## src/logic/lmoc_pkg.sv

```systemverilog
package lmoc_pkg;
    // ------------------------------------------------------------
    // sizes
    // ------------------------------------------------------------
    localparam int NUM_SEG = 20;
    localparam int NUM_COM = 4;
    localparam int MEM_W = 4;
    localparam int GRP_SIZE = 4;
    localparam int GRP_A_FIRST = 12;
    localparam int GRP_B_FIRST = 16;
    localparam int DIV_W = 9;
    // ------------------------------------------------------------
    // display memory window
    // ------------------------------------------------------------
    localparam logic [8:0] DMEM_BASE = 9'h1EC;
    localparam logic [8:0] DMEM_LAST = 9'h1FF;
    // ------------------------------------------------------------
    // mode register fields, watch timer control run bit
    // ------------------------------------------------------------
    localparam logic [7:0] MODE_RESET = 8'h00;
    localparam int MODE_ON_POS = 3;
    localparam int CLK_SEL_LO = 4;
    localparam int GRP_B_POS = 6;
    localparam int GRP_A_POS = 7;
    localparam int WT_RUN_POS = 2;
    localparam logic [2:0] MODE_4COM_B3 = 3'h0;
    localparam logic [2:0] MODE_3COM_B3 = 3'h1;
    localparam logic [2:0] MODE_2COM_B2 = 3'h2;
    localparam logic [2:0] MODE_3COM_B2 = 3'h3;
    localparam logic [2:0] MODE_STATIC = 3'h4;
    // ------------------------------------------------------------
    // drive levels
    // ------------------------------------------------------------
    typedef logic [1:0] lmoc_level_t;
    localparam lmoc_level_t LVL_V0 = 2'h0;
    localparam lmoc_level_t LVL_V1 = 2'h1;
    localparam lmoc_level_t LVL_V2 = 2'h2;
    localparam lmoc_level_t LVL_V3 = 2'h3;
endpackage

```

## src/logic/lmoc_frame_if.sv

```systemverilog
`timescale 1ns/10ps
interface lmoc_frame_if;
    logic run;
    logic [1:0] clk_sel;
    logic [1:0] last_phase;
    logic tick;
    logic [1:0] phase;
    logic polarity;
    modport gen (input run, input clk_sel, input last_phase,
                 output tick, output phase, output polarity);
    modport core (output run, output clk_sel, output last_phase,
                  input tick, input phase, input polarity);
endinterface

```

## src/logic/lmoc_frame_gen.sv

```systemverilog
`timescale 1ns/10ps
module lmoc_frame_gen
    import lmoc_pkg::*;
(
    input wire logic clock,
    input wire logic rstn,
    input wire logic watch_timer_input_clock,
    lmoc_frame_if.gen frm
);
    logic [2:0] sync;
    logic filt;
    logic [DIV_W-1:0] div;
    logic [1:0] phase;
    logic polarity;
    logic tick;
    logic [2:0] next_sync;
    logic next_filt;
    logic [DIV_W-1:0] next_div;
    logic [1:0] next_phase;
    logic next_polarity;
    logic next_tick;
    logic rise;
    logic [DIV_W-1:0] mask;

    // ------------------------------------------------------------
    // watch clock edge, divider, common phase
    // ------------------------------------------------------------
    always_comb begin
        next_sync = {sync[1:0], watch_timer_input_clock};
        next_filt = (sync[1] == sync[2]) ? sync[1] : filt;
        rise = next_filt & ~filt;
        mask = DIV_W'({DIV_W{1'b1}} >> frm.clk_sel);
        next_div = div;
        next_phase = phase;
        next_polarity = polarity;
        next_tick = 1'b0;
        if (!frm.run) begin
            next_div = '0;
        end else if (rise) begin
            next_div = DIV_W'(div + 1'b1);
            if ((div & mask) == mask) begin
                next_tick = 1'b1;
                if (phase >= frm.last_phase) begin
                    next_phase = 2'h0;
                    next_polarity = ~polarity;
                end else begin
                    next_phase = 2'(phase + 1'b1);
                end
            end
        end
    end

    always_ff @(posedge clock) begin
        if (!rstn) begin
            sync <= 3'h0;
            filt <= 1'b0;
            div <= '0;
            phase <= 2'h0;
            polarity <= 1'b0;
            tick <= 1'b0;
        end else begin
            sync <= next_sync;
            filt <= next_filt;
            div <= next_div;
            phase <= next_phase;
            polarity <= next_polarity;
            tick <= next_tick;
        end
    end

    assign frm.tick = tick;
    assign frm.phase = phase;
    assign frm.polarity = polarity;
endmodule // lmoc_frame_gen

```

## src/logic/lmoc_top.sv

```systemverilog
`timescale 1ns/10ps
module lmoc_top (
    input wire logic clock,
    input wire logic rstn,
    input wire logic mode_wr_en,
    input wire logic [7:0] mode_wr_data,
    input wire logic on_bit_set,
    input wire logic on_bit_clr,
    output logic [7:0] mode_rd_data,
    input wire logic [7:0] watch_timer_control,
    input wire logic watch_timer_input_clock,
    input wire logic [8:0] mem_addr,
    input wire logic mem_wr_en,
    input wire logic [lmoc_pkg::MEM_W-1:0] mem_wr_mask,
    input wire logic [lmoc_pkg::MEM_W-1:0] mem_wr_data,
    output logic [lmoc_pkg::MEM_W-1:0] mem_rd_data,
    output lmoc_pkg::lmoc_level_t [lmoc_pkg::NUM_COM-1:0] common_outputs,
    output lmoc_pkg::lmoc_level_t [lmoc_pkg::NUM_SEG-1:0] segment_outputs,
    output logic [2*lmoc_pkg::GRP_SIZE-1:0] bit_port_outputs,
    output logic bias_supply_on,
    output logic mode_illegal
);
    import lmoc_pkg::*;

    logic [7:0] mode;
    logic [7:0] next_mode;
    logic [MEM_W-1:0] mem [NUM_SEG];
    logic [MEM_W-1:0] next_mem [NUM_SEG];
    logic [MEM_W-1:0] next_rd;
    lmoc_level_t [NUM_COM-1:0] next_com;
    lmoc_level_t [NUM_SEG-1:0] next_seg;
    logic [2*GRP_SIZE-1:0] next_port;
    logic next_bias;
    logic next_illegal;
    logic mem_hit;
    logic [4:0] mem_idx;
    logic disp_on;
    logic legal;
    logic bias3;
    logic stat;
    logic [1:0] last_phase;
    logic [1:0] rd_bit;
    lmoc_level_t seg_ns_lvl;
    logic [NUM_SEG-1:0] is_port;

    lmoc_frame_if frm ();

    // the whole block runs on one clock, whichever source feeds it
    lmoc_frame_gen u_frame (
        .clock(clock),
        .rstn(rstn),
        .watch_timer_input_clock(watch_timer_input_clock),
        .frm(frm)
    );

    // ------------------------------------------------------------
    // level helpers
    // ------------------------------------------------------------
    function automatic lmoc_level_t com_lvl(input logic sel, input logic pol,
                                            input logic b3);
        if (sel) begin
            com_lvl = pol ? LVL_V0 : LVL_V3;
        end else if (b3) begin
            com_lvl = pol ? LVL_V2 : LVL_V1;
        end else begin
            com_lvl = LVL_V1;
        end
    endfunction

    function automatic lmoc_level_t seg_lvl(input logic sel, input logic pol,
                                            input logic b3);
        if (sel) begin
            seg_lvl = pol ? LVL_V3 : LVL_V0;
        end else if (b3) begin
            seg_lvl = pol ? LVL_V1 : LVL_V2;
        end else begin
            seg_lvl = pol ? LVL_V0 : LVL_V3;
        end
    endfunction

    // ------------------------------------------------------------
    // mode register
    // ------------------------------------------------------------
    always_comb begin
        next_mode = mode;
        if (mode_wr_en) begin
            next_mode = mode_wr_data;
        end else if (on_bit_set) begin
            next_mode[MODE_ON_POS] = 1'b1;
        end else if (on_bit_clr) begin
            next_mode[MODE_ON_POS] = 1'b0;
        end
    end

    always_ff @(posedge clock) begin
        if (!rstn) begin
            mode <= MODE_RESET;
        end else begin
            mode <= next_mode;
        end
    end

    assign mode_rd_data = mode;

    // ------------------------------------------------------------
    // mode decode
    // ------------------------------------------------------------
    always_comb begin
        legal = 1'b1;
        bias3 = 1'b1;
        stat = 1'b0;
        last_phase = 2'h3;
        unique case (mode[2:0])
            MODE_4COM_B3: last_phase = 2'h3;
            MODE_3COM_B3: last_phase = 2'h2;
            MODE_2COM_B2: begin
                last_phase = 2'h1;
                bias3 = 1'b0;
            end
            MODE_3COM_B2: begin
                last_phase = 2'h2;
                bias3 = 1'b0;
            end
            MODE_STATIC: begin
                last_phase = 2'h0;
                bias3 = 1'b0;
                stat = 1'b1;
            end
            default: legal = 1'b0;
        endcase
        disp_on = mode[MODE_ON_POS] & legal;
    end

    assign frm.run = watch_timer_control[WT_RUN_POS];
    assign frm.clk_sel = mode[CLK_SEL_LO +: 2];
    assign frm.last_phase = last_phase;

    // ------------------------------------------------------------
    // display memory, processor side
    // ------------------------------------------------------------
    always_comb begin
        mem_hit = (mem_addr >= DMEM_BASE) && (mem_addr <= DMEM_LAST);
        mem_idx = 5'(mem_addr - DMEM_BASE);
        next_rd = '0;
        if (mem_hit) begin
            next_rd = mem[mem_idx];
        end
    end

    generate
        for (genvar i = 0; i < NUM_SEG; i++) begin : g_mem
            always_comb begin
                next_mem[i] = mem[i];
                if (mem_wr_en && mem_hit && mem_idx == 5'(i)) begin
                    next_mem[i] = (mem[i] & ~mem_wr_mask) | (mem_wr_data & mem_wr_mask);
                end
            end
            always_ff @(posedge clock) begin
                if (!rstn) begin
                    mem[i] <= '0;
                end else begin
                    mem[i] <= next_mem[i];
                end
            end
        end
    endgenerate

    // ------------------------------------------------------------
    // common and segment drive
    // ------------------------------------------------------------
    always_comb begin
        rd_bit = stat ? 2'h0 : frm.phase;
        seg_ns_lvl = seg_lvl(1'b0, frm.polarity, bias3);
        is_port = '0;
        is_port[GRP_A_FIRST +: GRP_SIZE] = {GRP_SIZE{mode[GRP_A_POS]}};
        is_port[GRP_B_FIRST +: GRP_SIZE] = {GRP_SIZE{mode[GRP_B_POS]}};
        next_bias = mode[MODE_ON_POS];
        next_illegal = mode[MODE_ON_POS] & ~legal;
    end

    generate
        for (genvar c = 0; c < NUM_COM; c++) begin : g_com
            always_comb begin
                // static drives every common alike; unused commons idle
                next_com[c] = com_lvl(stat | (frm.phase == 2'(c) && 2'(c) <= last_phase),
                                      frm.polarity, bias3);
            end
        end
        for (genvar s = 0; s < NUM_SEG; s++) begin : g_seg
            always_comb begin
                if (is_port[s]) begin
                    next_seg[s] = mem[s][0] ? LVL_V3 : LVL_V0;
                end else if (disp_on) begin
                    next_seg[s] = seg_lvl(mem[s][rd_bit], frm.polarity, bias3);
                end else begin
                    next_seg[s] = seg_ns_lvl;
                end
            end
        end
        for (genvar p = 0; p < 2 * GRP_SIZE; p++) begin : g_port
            always_comb begin
                next_port[p] = is_port[GRP_A_FIRST + p] & mem[GRP_A_FIRST + p][0];
            end
        end
    endgenerate

    always_ff @(posedge clock) begin
        if (!rstn) begin
            mem_rd_data <= '0;
            common_outputs <= '0;
            segment_outputs <= '0;
            bit_port_outputs <= '0;
            bias_supply_on <= 1'b0;
            mode_illegal <= 1'b0;
        end else begin
            mem_rd_data <= next_rd;
            common_outputs <= next_com;
            segment_outputs <= next_seg;
            bit_port_outputs <= next_port;
            bias_supply_on <= next_bias;
            mode_illegal <= next_illegal;
        end
    end
endmodule // lmoc_top

```

## config.mk

```make
export PLATFORM = sky130hd
export DESIGN_NAME = lmoc_top
export DESIGN_NICKNAME = d
export VERILOG_FILES = /design/src/logic/lmoc_pkg.sv /design/src/logic/lmoc_frame_if.sv /design/src/logic/lmoc_frame_gen.sv /design/src/logic/lmoc_top.sv
export SDC_FILE = /design/constraint.sdc
export NUM_CORES = 1
export LEC_CHECK = 0
export BUFFER_PORTS_ARGS = -buffer_cell sky130_fd_sc_hd__buf_2
export CAP_MARGIN = 20
export CORE_AREA = 8 8 132 146
export CTS_CLUSTER_DIAMETER = 80
export DETAILED_ROUTE_END_ITERATION = 8
export DIE_AREA = 0 0 140 154
export GPL_TIMING_DRIVEN = 1
export PLACE_DENSITY = 0.82
export SYNTH_ARGS = -nofsm -noshare
export SYNTH_HDL_FRONTEND = slang
export SYNTH_SLANG_ARGS = --single-unit
```

## constraint.sdc

```tcl
create_clock -name clock -period 1.98 [get_ports clock]
set_input_delay 0.198 -clock clock [delete_from_list [all_inputs] [get_ports clock]]
set_output_delay 0.198 -clock clock [all_outputs]
set_load 0.01 [all_outputs]
```

==> impl_metrics.tcl, run 1 <==
set metrics [dict create \
    status "complete, but fails checks" \
    failed_checks "setup timing" \
    avgSynthCellArea_sq_um 9.777 \
    netlist_area_sq_um 8203 \
    skew_ns 0.01014 \
    htree_levels 4 \
    finalSetupViolations 2 \
    worstSkewPairLatency_ns 0.44 \
    muxShareOfSynthArea_pct 13.61 \
    synthXorXnorAreaFrac_pct 0.7474 \
    synth.ff_latch_count 166 \
    worstPathRequired_ns 2.35 \
    die_h_um 154 \
    cts_root_buffer "clkbuf_16" \
    r2r-end "u_frame.frm.phase[0]" \
    rr_worst_depth 7 \
    syn2layout_area_growth_pct 21.11 \
    fin_crit_sh_pct 101.1 \
    synthCells 839 \
    fin_ws_ns -0.02198 \
    io_buffers 102 \
    ys_top_cells_by_area "dfxtp_1 41%, mux2i_1 7.6%, mux4_2 4.4%, o311ai_0 3.8%, o41ai_1 3.8%" \
    wire_per_inst_um 21.30 \
    yosysTopAreaCell "dfxtp_1" \
    leakagePower_nw 3.902 \
    cp-startpoint "mode_rd_data[1]" \
    rsz0062_at_grt "true" \
    num_rows 50 \
    max_clock_freq_mhz 499.5 \
    max-cap-violations 0 \
    synth_fa_ha_area_share_pct 2.410 \
    synth_cell_types 62 \
    powerDensity_nw_per_um2 747.3 \
    switchingPower_mw 1.926 \
    fillers 1391 \
    crit_end "u_frame.frm.phase[0]" \
    die_w_um 140 \
    gp_congestion 0.8988 \
    critPathLaunchType "register" \
    internal_power_mw 5.498 \
    track_usage_pct 22.42 \
    start_util_pct 48.93 \
    die_area_sq_um 21560 \
    timing.rr.start "mode_rd_data[1]" \
    synth_warnings 0 \
    antenna_found_initial 0 \
    drcViolationCount 0 \
    dr.pass1.iters 6 \
    synth_ff_type "dfxtp_1" \
    yosys.area_share.simple_pct 14.15 \
    drt_iter0_drc 855 \
    drive_gt1_share_pct 27.79 \
    vdd.ir_drop.worst_mv 0.6406 \
    min_delay_path_depth 3 \
    worst_slew_pin_slew_ns 0.7344 \
    n_antenna_cell 0 \
    hold_viol 0 \
    drt-total-wl_mm 25.05 \
    crit_type "reg -> reg" \
    rrSetupSlack_ns -0.02 \
    drtAntennaViolNets 0 \
    cp-end-kind "register" \
    hold_path.class "in -> reg" \
    io_pins 110 \
    core_area_sq_um 16770 \
    vias 7658 \
    maxSlewHeadroom_pct 50.92 \
    grt_pass1_vias 7360 \
    synth_compound_area_share_pct 23.37 \
    nNetsFinal 1011 \
    clkTransAtPathRegs_ns 0.07 \
    cts_buffers 17 \
    synth-edff-count 0 \
    syn_nets 894 \
    viasPerCell 6.512 \
    yosysMostFrequentCell "dfxtp_1" \
    ys_async_sr_fraction_pct 0 \
    synth_top_area_share_pct 40.51 \
    p_sw_share_pct 25.95 \
    pwr-share-clk_pct 42.9 \
    power_frac_seq_pct 46.6 \
    fin_setup_tns_ns -0.03600 \
    synth_common_cells "166 x dfxtp_1, 62 x mux2i_1, 51 x nand2_1" \
    cts_tree "done" \
    drv_slew 0 \
    cp_max_fo 6 \
    place_ws_ns -0.05387 \
    ys_seq_area_share_pct 40.51 \
    arrival_ns 2.37 \
    p_comb_share_pct 10.6 \
    fin_crit_ns 2.002 \
    grt_pass1_wl_mm 39.32 \
    synth_top_family_by_area "compound AO/OA/AOI/OAI gates" \
    grt_max_degree 71 \
    place_hpwl_mm 17.33 \
    clockBufferDepth 2 \
    gr-total-overflow 0 \
    cts.sinks 166 \
]
## power by group through the flow
stage	clock network, mW	registers (mW)	logic, mW
after floorplan	0	3.58	0.368
after global placement	0	3.53	0.727
after detailed placement	0	3.53	0.741
after CTS	3.20	3.46	0.758
after global routing	3.35	3.47	0.836
final	3.18	3.46	0.784
## area by class of cell
class	count	area [sq um]	area share (%)
tap	208	260.3	2.620
sequential	166	3331	33.53
clock buffer	18	439.2	4.421
multi-input combinational	571	4521	45.50
inverter	25	93.84	0.9446
timing repair buffer	175	1170	11.78
clock inverter	13	120.1	1.209
## routing by layer
layer | global-route usage (%) | wire length [um] | up-vias
met4 | 13.04 | 1188 | 0
met2 | 37.65 | 12050 | 427
met1 | 25.56 | 9754 | 3630
met3 | 5.513 | 2056 | 92
met5 | 0 | 0 | -
li1 | - | - | 3509
## cell usage in the layout, fill, tap and decap left out, types with 4 or more instances in the layout
| cell | n |
|---|---|
| ha_1 | 15 |
| and2_1 | 11 |
| nor4bb_1 | 8 |
| a21oi_2 | 4 |
| mux4_2 | 16 |
| a221o_1 | 12 |
| or3b_2 | 8 |
| a22oi_1 | 8 |
| a21oi_1 | 18 |
| clkbuf_16 | 17 |
| xnor2_1 | 4 |
| buf_2 | 102 |
| nand3_1 | 29 |
| o21ai_0 | 18 |
| o211ai_1 | 41 |
| clkinv_2 | 4 |
| a211oi_1 | 10 |
| nand4_1 | 13 |
| inv_1 | 24 |
| buf_4 | 61 |
| nor2b_1 | 10 |
| o311a_1 | 4 |
| mux2i_1 | 62 |
| nand2_1 | 51 |
| mux2_2 | 12 |
| inv_6 | 6 |
| o31ai_1 | 32 |
| dfxtp_1 | 164 |
| nor2_1 | 40 |
| o31a_1 | 8 |
| nor3_1 | 4 |
| o311ai_0 | 36 |
| o221a_2 | 4 |
| nand3b_1 | 4 |
| or4_1 | 7 |
| buf_12 | 8 |
| o41ai_1 | 36 |
## worst min-delay path by stage
| stage | from | endpoint | slack, ns |
|---|---|---|---|
| after global routing | mode_wr_data[3] | mode_rd_data[3] | 0.03 |
| after CTS | mode_wr_data[6] | mode_rd_data[6] | 0.007 |
| final | mode_wr_data[6] | mode_rd_data[6] | 0.01 |
| after global placement | watch_timer_input_clock | u_frame.sync[0] | 0.42 |
| after floorplan | watch_timer_input_clock | u_frame.sync[0] | 0.33 |
| after detailed placement | watch_timer_input_clock | u_frame.sync[0] | 0.43 |
## stage by stage
| stage | util (%) | hold slack [ns] | area (sq um) | cells | power, mW |
|---|---|---|---|---|---|
| 4_1_cts | 58.81 | 0.006914 | 9859 | 1174 | 7.420 |
| 3_3_place_gp | 55.13 | 0.4241 | 9244 | 1137 | 4.260 |
| 5_1_grt | 59.25 | 0.02573 | 9935 | 1176 | 7.648 |
| 3_5_place_dp | 55.13 | 0.4271 | 9244 | 1137 | 4.276 |
| 2_1_floorplan | - | 0.3253 | 8228 | 839 | 3.947 |
| 6_report | 59.25 | 0.01197 | 9935 | 1176 | 7.424 |
## worst max-delay path, cell delays in order, from the launching register on
cell	delay, ns
dfxtp_4	0.38
nor3b_4	0.32
a21oi_2	0.05
ha_1	0.30
nand2b_4	0.14
a21o_1	0.17
or4_1	0.42
a21oi_1	0.16
## repair_timing
item                                    4_1_cts  5_1_grt
endpoints found under the setup margin        8       31
hold endpoints to repair                      3        0
buffers inserted                              3        2
hold buffers                                  3        0
pin swaps                                     1        5
gates resized for setup                       2       15
## kinds of logic after synthesis
logic type / count (synthesis)
and+or+nand+nor: 212
adders and majority gates: 16
muxes: 90
AOI/OAI and AO/OA: 246
DFF: 166
buffers and inverters: 102
xor gates and xnor gates: 7
Power figures use the tool's default switching activity.
==> inputs of run 2 (changes only) <==
--- a/config.mk
+++ b/config.mk
@@ -8,6 +8,7 @@
 export BUFFER_PORTS_ARGS = -buffer_cell sky130_fd_sc_hd__buf_2
 export CAP_MARGIN = 20
 export CORE_AREA = 8 8 132 146
+export CTS_BUF_LIST = sky130_fd_sc_hd__clkbuf_16
 export CTS_CLUSTER_DIAMETER = 80
 export DETAILED_ROUTE_END_ITERATION = 8
 export DIE_AREA = 0 0 140 154
==> impl_metrics.tcl, run 2 (same netlist as run 1, synthesis figures left out) <==
set metrics [dict create \
    status "complete, but fails checks" \
    failed_checks "setup timing" \
    mostFrequentLayoutCells "164 x dfxtp_1, 102 x buf_2, 63 x buf_4, 62 x mux2i_1, 51 x nand2_1" \
    nNetsFinal 1013 \
    critical_path_buf_inv_count 1 \
    worstSkewPairLatency_ns 0.43 \
    grt_max_degree 71 \
    drt-total-wl_mm 25.04 \
    n_antenna_cell 0 \
    worst_slew_pin_slew_ns 0.7417 \
    cp-end-kind "register" \
    max_clock_freq_mhz 503.2 \
    cts.sinks 166 \
    clockBufferDepth 2 \
    start_util_pct 48.93 \
    final_common_cell "dfxtp_1" \
    track_usage_pct 22.58 \
    leakagePower_nw 3.906 \
    cts_root_buffer "clkbuf_16" \
    cp_max_fo 39 \
    finalSetupViolations 1 \
    wl_met2_mm 11.83 \
    min_from "mode_wr_data[6]" \
    placed_area_sq_um 9244 \
    syn2layout_area_growth_pct 21.11 \
    num_rows 50 \
    fin_crit_ns 1.987 \
    skew_ns 0.009865 \
    crit_type "reg -> reg" \
    drive_gt1_share_pct 27.73 \
    m1WireLength_mm 9.641 \
    vdd.ir_drop.worst_mv 0.6325 \
    r2r-end "segment_outputs[15]" \
    crit_chain "buf_12, mux2i_1, nor2_1, a221o_1, mux2i_1" \
    hold_viol 0 \
    post-place-cells 1137 \
    rr_worst_depth 5 \
    worstPathRequired_ns 2.26 \
    hold_path_end "mode_rd_data[6]" \
    cts_tree "done" \
    hold_path.class "in -> reg" \
    drv_slew 0 \
    powerDensity_nw_per_um2 743.0 \
    io_pins 110 \
    place_ws_ns -0.05387 \
    arrival_ns 2.27 \
    grt_pass1_wl_mm 39.62 \
    wl_met3_mm 2.237 \
    cp_common_cell "mux2i_1" \
    fin_setup_tns_ns -0.007295 \
    maxSlewHeadroom_pct 50.43 \
    power_mw 7.381 \
    io_buffers 102 \
    die_w_um 140 \
    rrSetupSlack_ns -0.007 \
    htree_levels 4 \
    crit_slowest_cell "dfxtp_1" \
    timing.rr.start "u_frame.frm.phase[0]" \
    die_area_sq_um 21560 \
    core_area_sq_um 16770 \
    drtAntennaViolNets 0 \
    grt_pass1_vias 7410 \
    gr-total-overflow 0 \
    min_delay_path_depth 3 \
    critPathMaxStageDelay_ns 0.47 \
    drt_iter0_drc 912 \
    fin_ws_ns -0.007295 \
    final_core_util_pct 59.25 \
    rsz0062_at_grt "true" \
    critPathLaunchType "register" \
    cts_buffers 17 \
    fin_cells 1178 \
    place_hpwl_mm 17.33 \
    fin_crit_sh_pct 100.4 \
    die_h_um 154 \
    path_delay_family "multiplexers" \
    clkTransAtPathRegs_ns 0.07 \
    antenna_found_initial 0 \
    max-cap-violations 0 \
    timing.hold.ws_ns 0.01544 \
    wire_per_inst_um 21.25 \
    dr.pass1.iters 6 \
    drcViolationCount 0 \
    viasPerCell 6.496 \
    gp_congestion 0.8988 \
    vias 7652 \
    top_layer "met4" \
    fin_area_sq_um 9935 \
]
==> run 2: tightest hold or removal path, delay by kind of cell <==
| kind | cells | cell delay [ns] |
|---|---|---|
| simple gates | 1 | 0.08 |
| mux | 1 | 0.05 |
| buf+inv | 1 | 0.07 |
==> run 2: cell type report <==
type | instances | area [sq um]
tap | 208 | 260.3
clock buffer | 17 | 425.4
multi-input combinational | 571 | 4516
sequential | 166 | 3331
inverter | 25 | 93.84
fill | 1387 | 6832
clock inverter | 14 | 123.9
timing repair buffer | 177 | 1185
==> run 2: report_power, final <==
group	internal [mW]	leakage, nW	switching (mW)
logic	0.303	2.28	0.485
registers	3.42	1.35	0.0313
clock network	1.73	0.276	1.40
==> run 2: worst max path at each step <==
| stage | endpoint | startpoint | slack (ns) | cells past startpoint |
|---|---|---|---|---|
| 2_1_floorplan | mem_rd_data[3] | mem_addr[2] | 0.004 | 8 |
| 5_1_grt | segment_outputs[15] | mode_rd_data[2] | -0.06 | 7 |
| 4_1_cts | u_frame.frm.phase[1] | mode_rd_data[1] | 0.006 | 7 |
| 6_report | segment_outputs[15] | u_frame.frm.phase[0] | -0.007 | 5 |
| 3_5_place_dp | register | mem_addr[2] | -0.05 | 8 |
| 3_3_place_gp | u_frame.frm.phase[0] | mode_rd_data[2] | 0.05 | 7 |
==> run 2: timing repair <==
action	CTS	global route
hold endpoints to repair	3	0
setup endpoints to repair	8	36
buffers inserted	3	4
resized for setup	2	14
pin swaps	1	4
hold buffers	3	0
==> run 2: layer usage <==
layer,vias up,GRT usage [%]
li1,3515,-
met1,3602,25.75
met2,428,37.42
met3,107,5.667
met4,0,13.98
met5,-,0
==> inputs of run 3 (changes only) <==
==> constraint.sdc (replaced) <==
create_clock -name clock -period 1.8 [get_ports clock]
set_input_delay 0.18 -clock clock [delete_from_list [all_inputs] [get_ports clock]]
set_output_delay 0.18 -clock clock [all_outputs]
set_load 0.01 [all_outputs]
==> impl_metrics.tcl, run 3 (same netlist as run 1, synthesis figures left out) <==
set metrics [dict create \
    status "complete, but fails checks" \
    failed_checks "setup timing" \
    max-cap-violations 0 \
    gp_congestion 0.9291 \
    fin_crit_ns 1.904 \
    fin_crit_sh_pct 105.8 \
    worst_slew_pin_slew_ns 0.6622 \
    core_area_sq_um 16770 \
    drive_gt1_share_pct 28.96 \
    drtAntennaViolNets 0 \
    n_antenna_cell 0 \
    fin_cells 1192 \
    vdd.ir_drop.worst_mv 0.6322 \
    mostFrequentLayoutCells "164 x dfxtp_1, 102 x buf_2, 76 x buf_4, 62 x mux2i_1, 51 x nand2_1" \
    crit_type "reg -> reg" \
    cts_buffers 17 \
    pwr-share-clk_pct 43.8 \
    p_comb_share_pct 10.7 \
    cts_root_buffer "clkbuf_16" \
    r2r-end "segment_outputs[6]" \
    dr.pass1.iters 5 \
    timing.rr.start "mode_rd_data[2]" \
    leakagePower_nw 3.985 \
    placed_area_sq_um 9392 \
    nNetsFinal 1026 \
    antenna_found_initial 0 \
    drt_iter0_drc 851 \
    p_sw_share_pct 24.81 \
    grt_max_degree 52 \
    maxSlewHeadroom_pct 55.74 \
    rrSetupSlack_ns -0.10 \
    powerDensity_nw_per_um2 824.6 \
    num_rows 50 \
    io_buffers 102 \
    start_util_pct 48.93 \
    power_frac_seq_pct 45.5 \
    worstPathRequired_ns 2.11 \
    critPathLaunchType "register" \
    switchingPower_mw 2.074 \
    post-place-cells 1155 \
    track_usage_pct 23.09 \
    die_area_sq_um 21560 \
    cp-startpoint "mode_rd_data[2]" \
    internal_power_mw 6.284 \
    rsz0062_at_grt "true" \
    rr_worst_depth 6 \
    drv_slew 0 \
    vias 7710 \
    finalSetupViolations 26 \
    syn2layout_area_growth_pct 23.55 \
    final_common_cell "dfxtp_1" \
    fin_area_sq_um 10130 \
    fin_setup_tns_ns -1.794 \
    grt_pass1_vias 7475 \
    drcViolationCount 0 \
    die_h_um 154 \
    cp-end-kind "register" \
    final_core_util_pct 60.45 \
    wire_per_inst_um 21.25 \
    worstSkewPairLatency_ns 0.44 \
    place_hpwl_mm 17.73 \
    skew_ns 0.01142 \
    die_w_um 140 \
    cts_tree "done" \
    gr-total-overflow 0 \
    hold_path.class "in -> reg" \
    fin_ws_ns -0.1043 \
    htree_levels 4 \
    crit_end "segment_outputs[6]" \
    cts.sinks 166 \
    drt-total-wl_mm 25.33 \
    hold_viol 0 \
    clockBufferDepth 2 \
    grt_pass1_wl_mm 39.84 \
    arrival_ns 2.21 \
    cp_max_fo 12 \
    viasPerCell 6.468 \
    power_mw 8.357 \
    clkTransAtPathRegs_ns 0.07 \
    max_clock_freq_mhz 525.1 \
    io_pins 110 \
]
## run 3: cell types whose count changed in the layout (fill, tap and decap cells not counted), moves of 2 or more
cell | before | now
a211oi_1 | 11 | 6
a211oi_2 | 2 | 6
a21oi_2 | 4 | 2
buf_4 | 63 | 76
bufinv_16 | 1 | 3
clkinv_1 | 1 | 4
clkinv_2 | 4 | 0
clkinvlp_4 | 0 | 2
inv_6 | 6 | 1
nor2_4 | 0 | 2
## run 3: metrics by stage
stage	hold slack, ns	setup WS [ns]
final	0.009988	-0.1043
after global routing	0.01458	-0.1812
after CTS	0.001653	-0.04427
after detailed placement	0.4186	-0.08018
after global placement	0.4179	-0.03485
after floorplan	0.3073	-0.1509
## run 3: how the worst min path moves through the flow
stage                                  from              end  slack [ns]  cells after the start
finish                      mode_wr_data[1]  mode_rd_data[1]        0.01                      3
global route        watch_timer_input_clock  u_frame.sync[0]        0.01                      2
CTS                         mode_wr_data[1]  mode_rd_data[1]       0.002                      3
detailed placement          u_frame.sync[0]  u_frame.sync[1]        0.42                      1
global placement            mode_wr_data[5]  mode_rd_data[5]        0.42                      3
floorplan           watch_timer_input_clock  u_frame.sync[0]        0.31                      1
## run 3: metal layers
layer / vias up / routed length (um) / global-route usage, % / part of all wire, %
met3: 95 / 2116 / 6.349 / 8.4
met2: 427 / 12270 / 38.69 / 48
met5: - / 0 / 0 / 0
met1: 3662 / 9630 / 25.48 / 38
met4: 0 / 1319 / 14.75 / 5.2
li1: 3526 / - / - / -
## run 3: worst max-delay path, stage by stage, from the launching register on
cell,delay (ns)
dfxtp_4,0.37
nor3b_4,0.17
a21oi_1,0.28
ha_1,0.30
nand2_1,0.28
buf_4,0.26
mux2i_1,0.11
## run 3: timing repair
item,in CTS,in global routing
buffers inserted,0,1
hold endpoints to repair,4,0
resized for setup,9,15
endpoints found under the setup margin,35,42
hold buffers,4,0
pin swaps,2,0
## run 3: cell type report
type                    count  area (sq um)
repair buffers            190          1281
clock inverters            15         162.7
flip-flops and latches    166          3328
inverters                  25         93.84
fillers                  1347          6631
well taps                 208         260.3
multi-input cells         571          4583
clock buffers              17         425.4
## run 3: power by group through the flow
stage	Clock (mW)	Sequential (mW)	Combinational [mW]
after floorplan	0	3.94	0.420
after global placement	0	3.88	0.833
after detailed placement	0	3.88	0.852
after CTS	3.68	3.80	0.869
after global routing	3.82	3.81	0.961
final	3.66	3.80	0.896
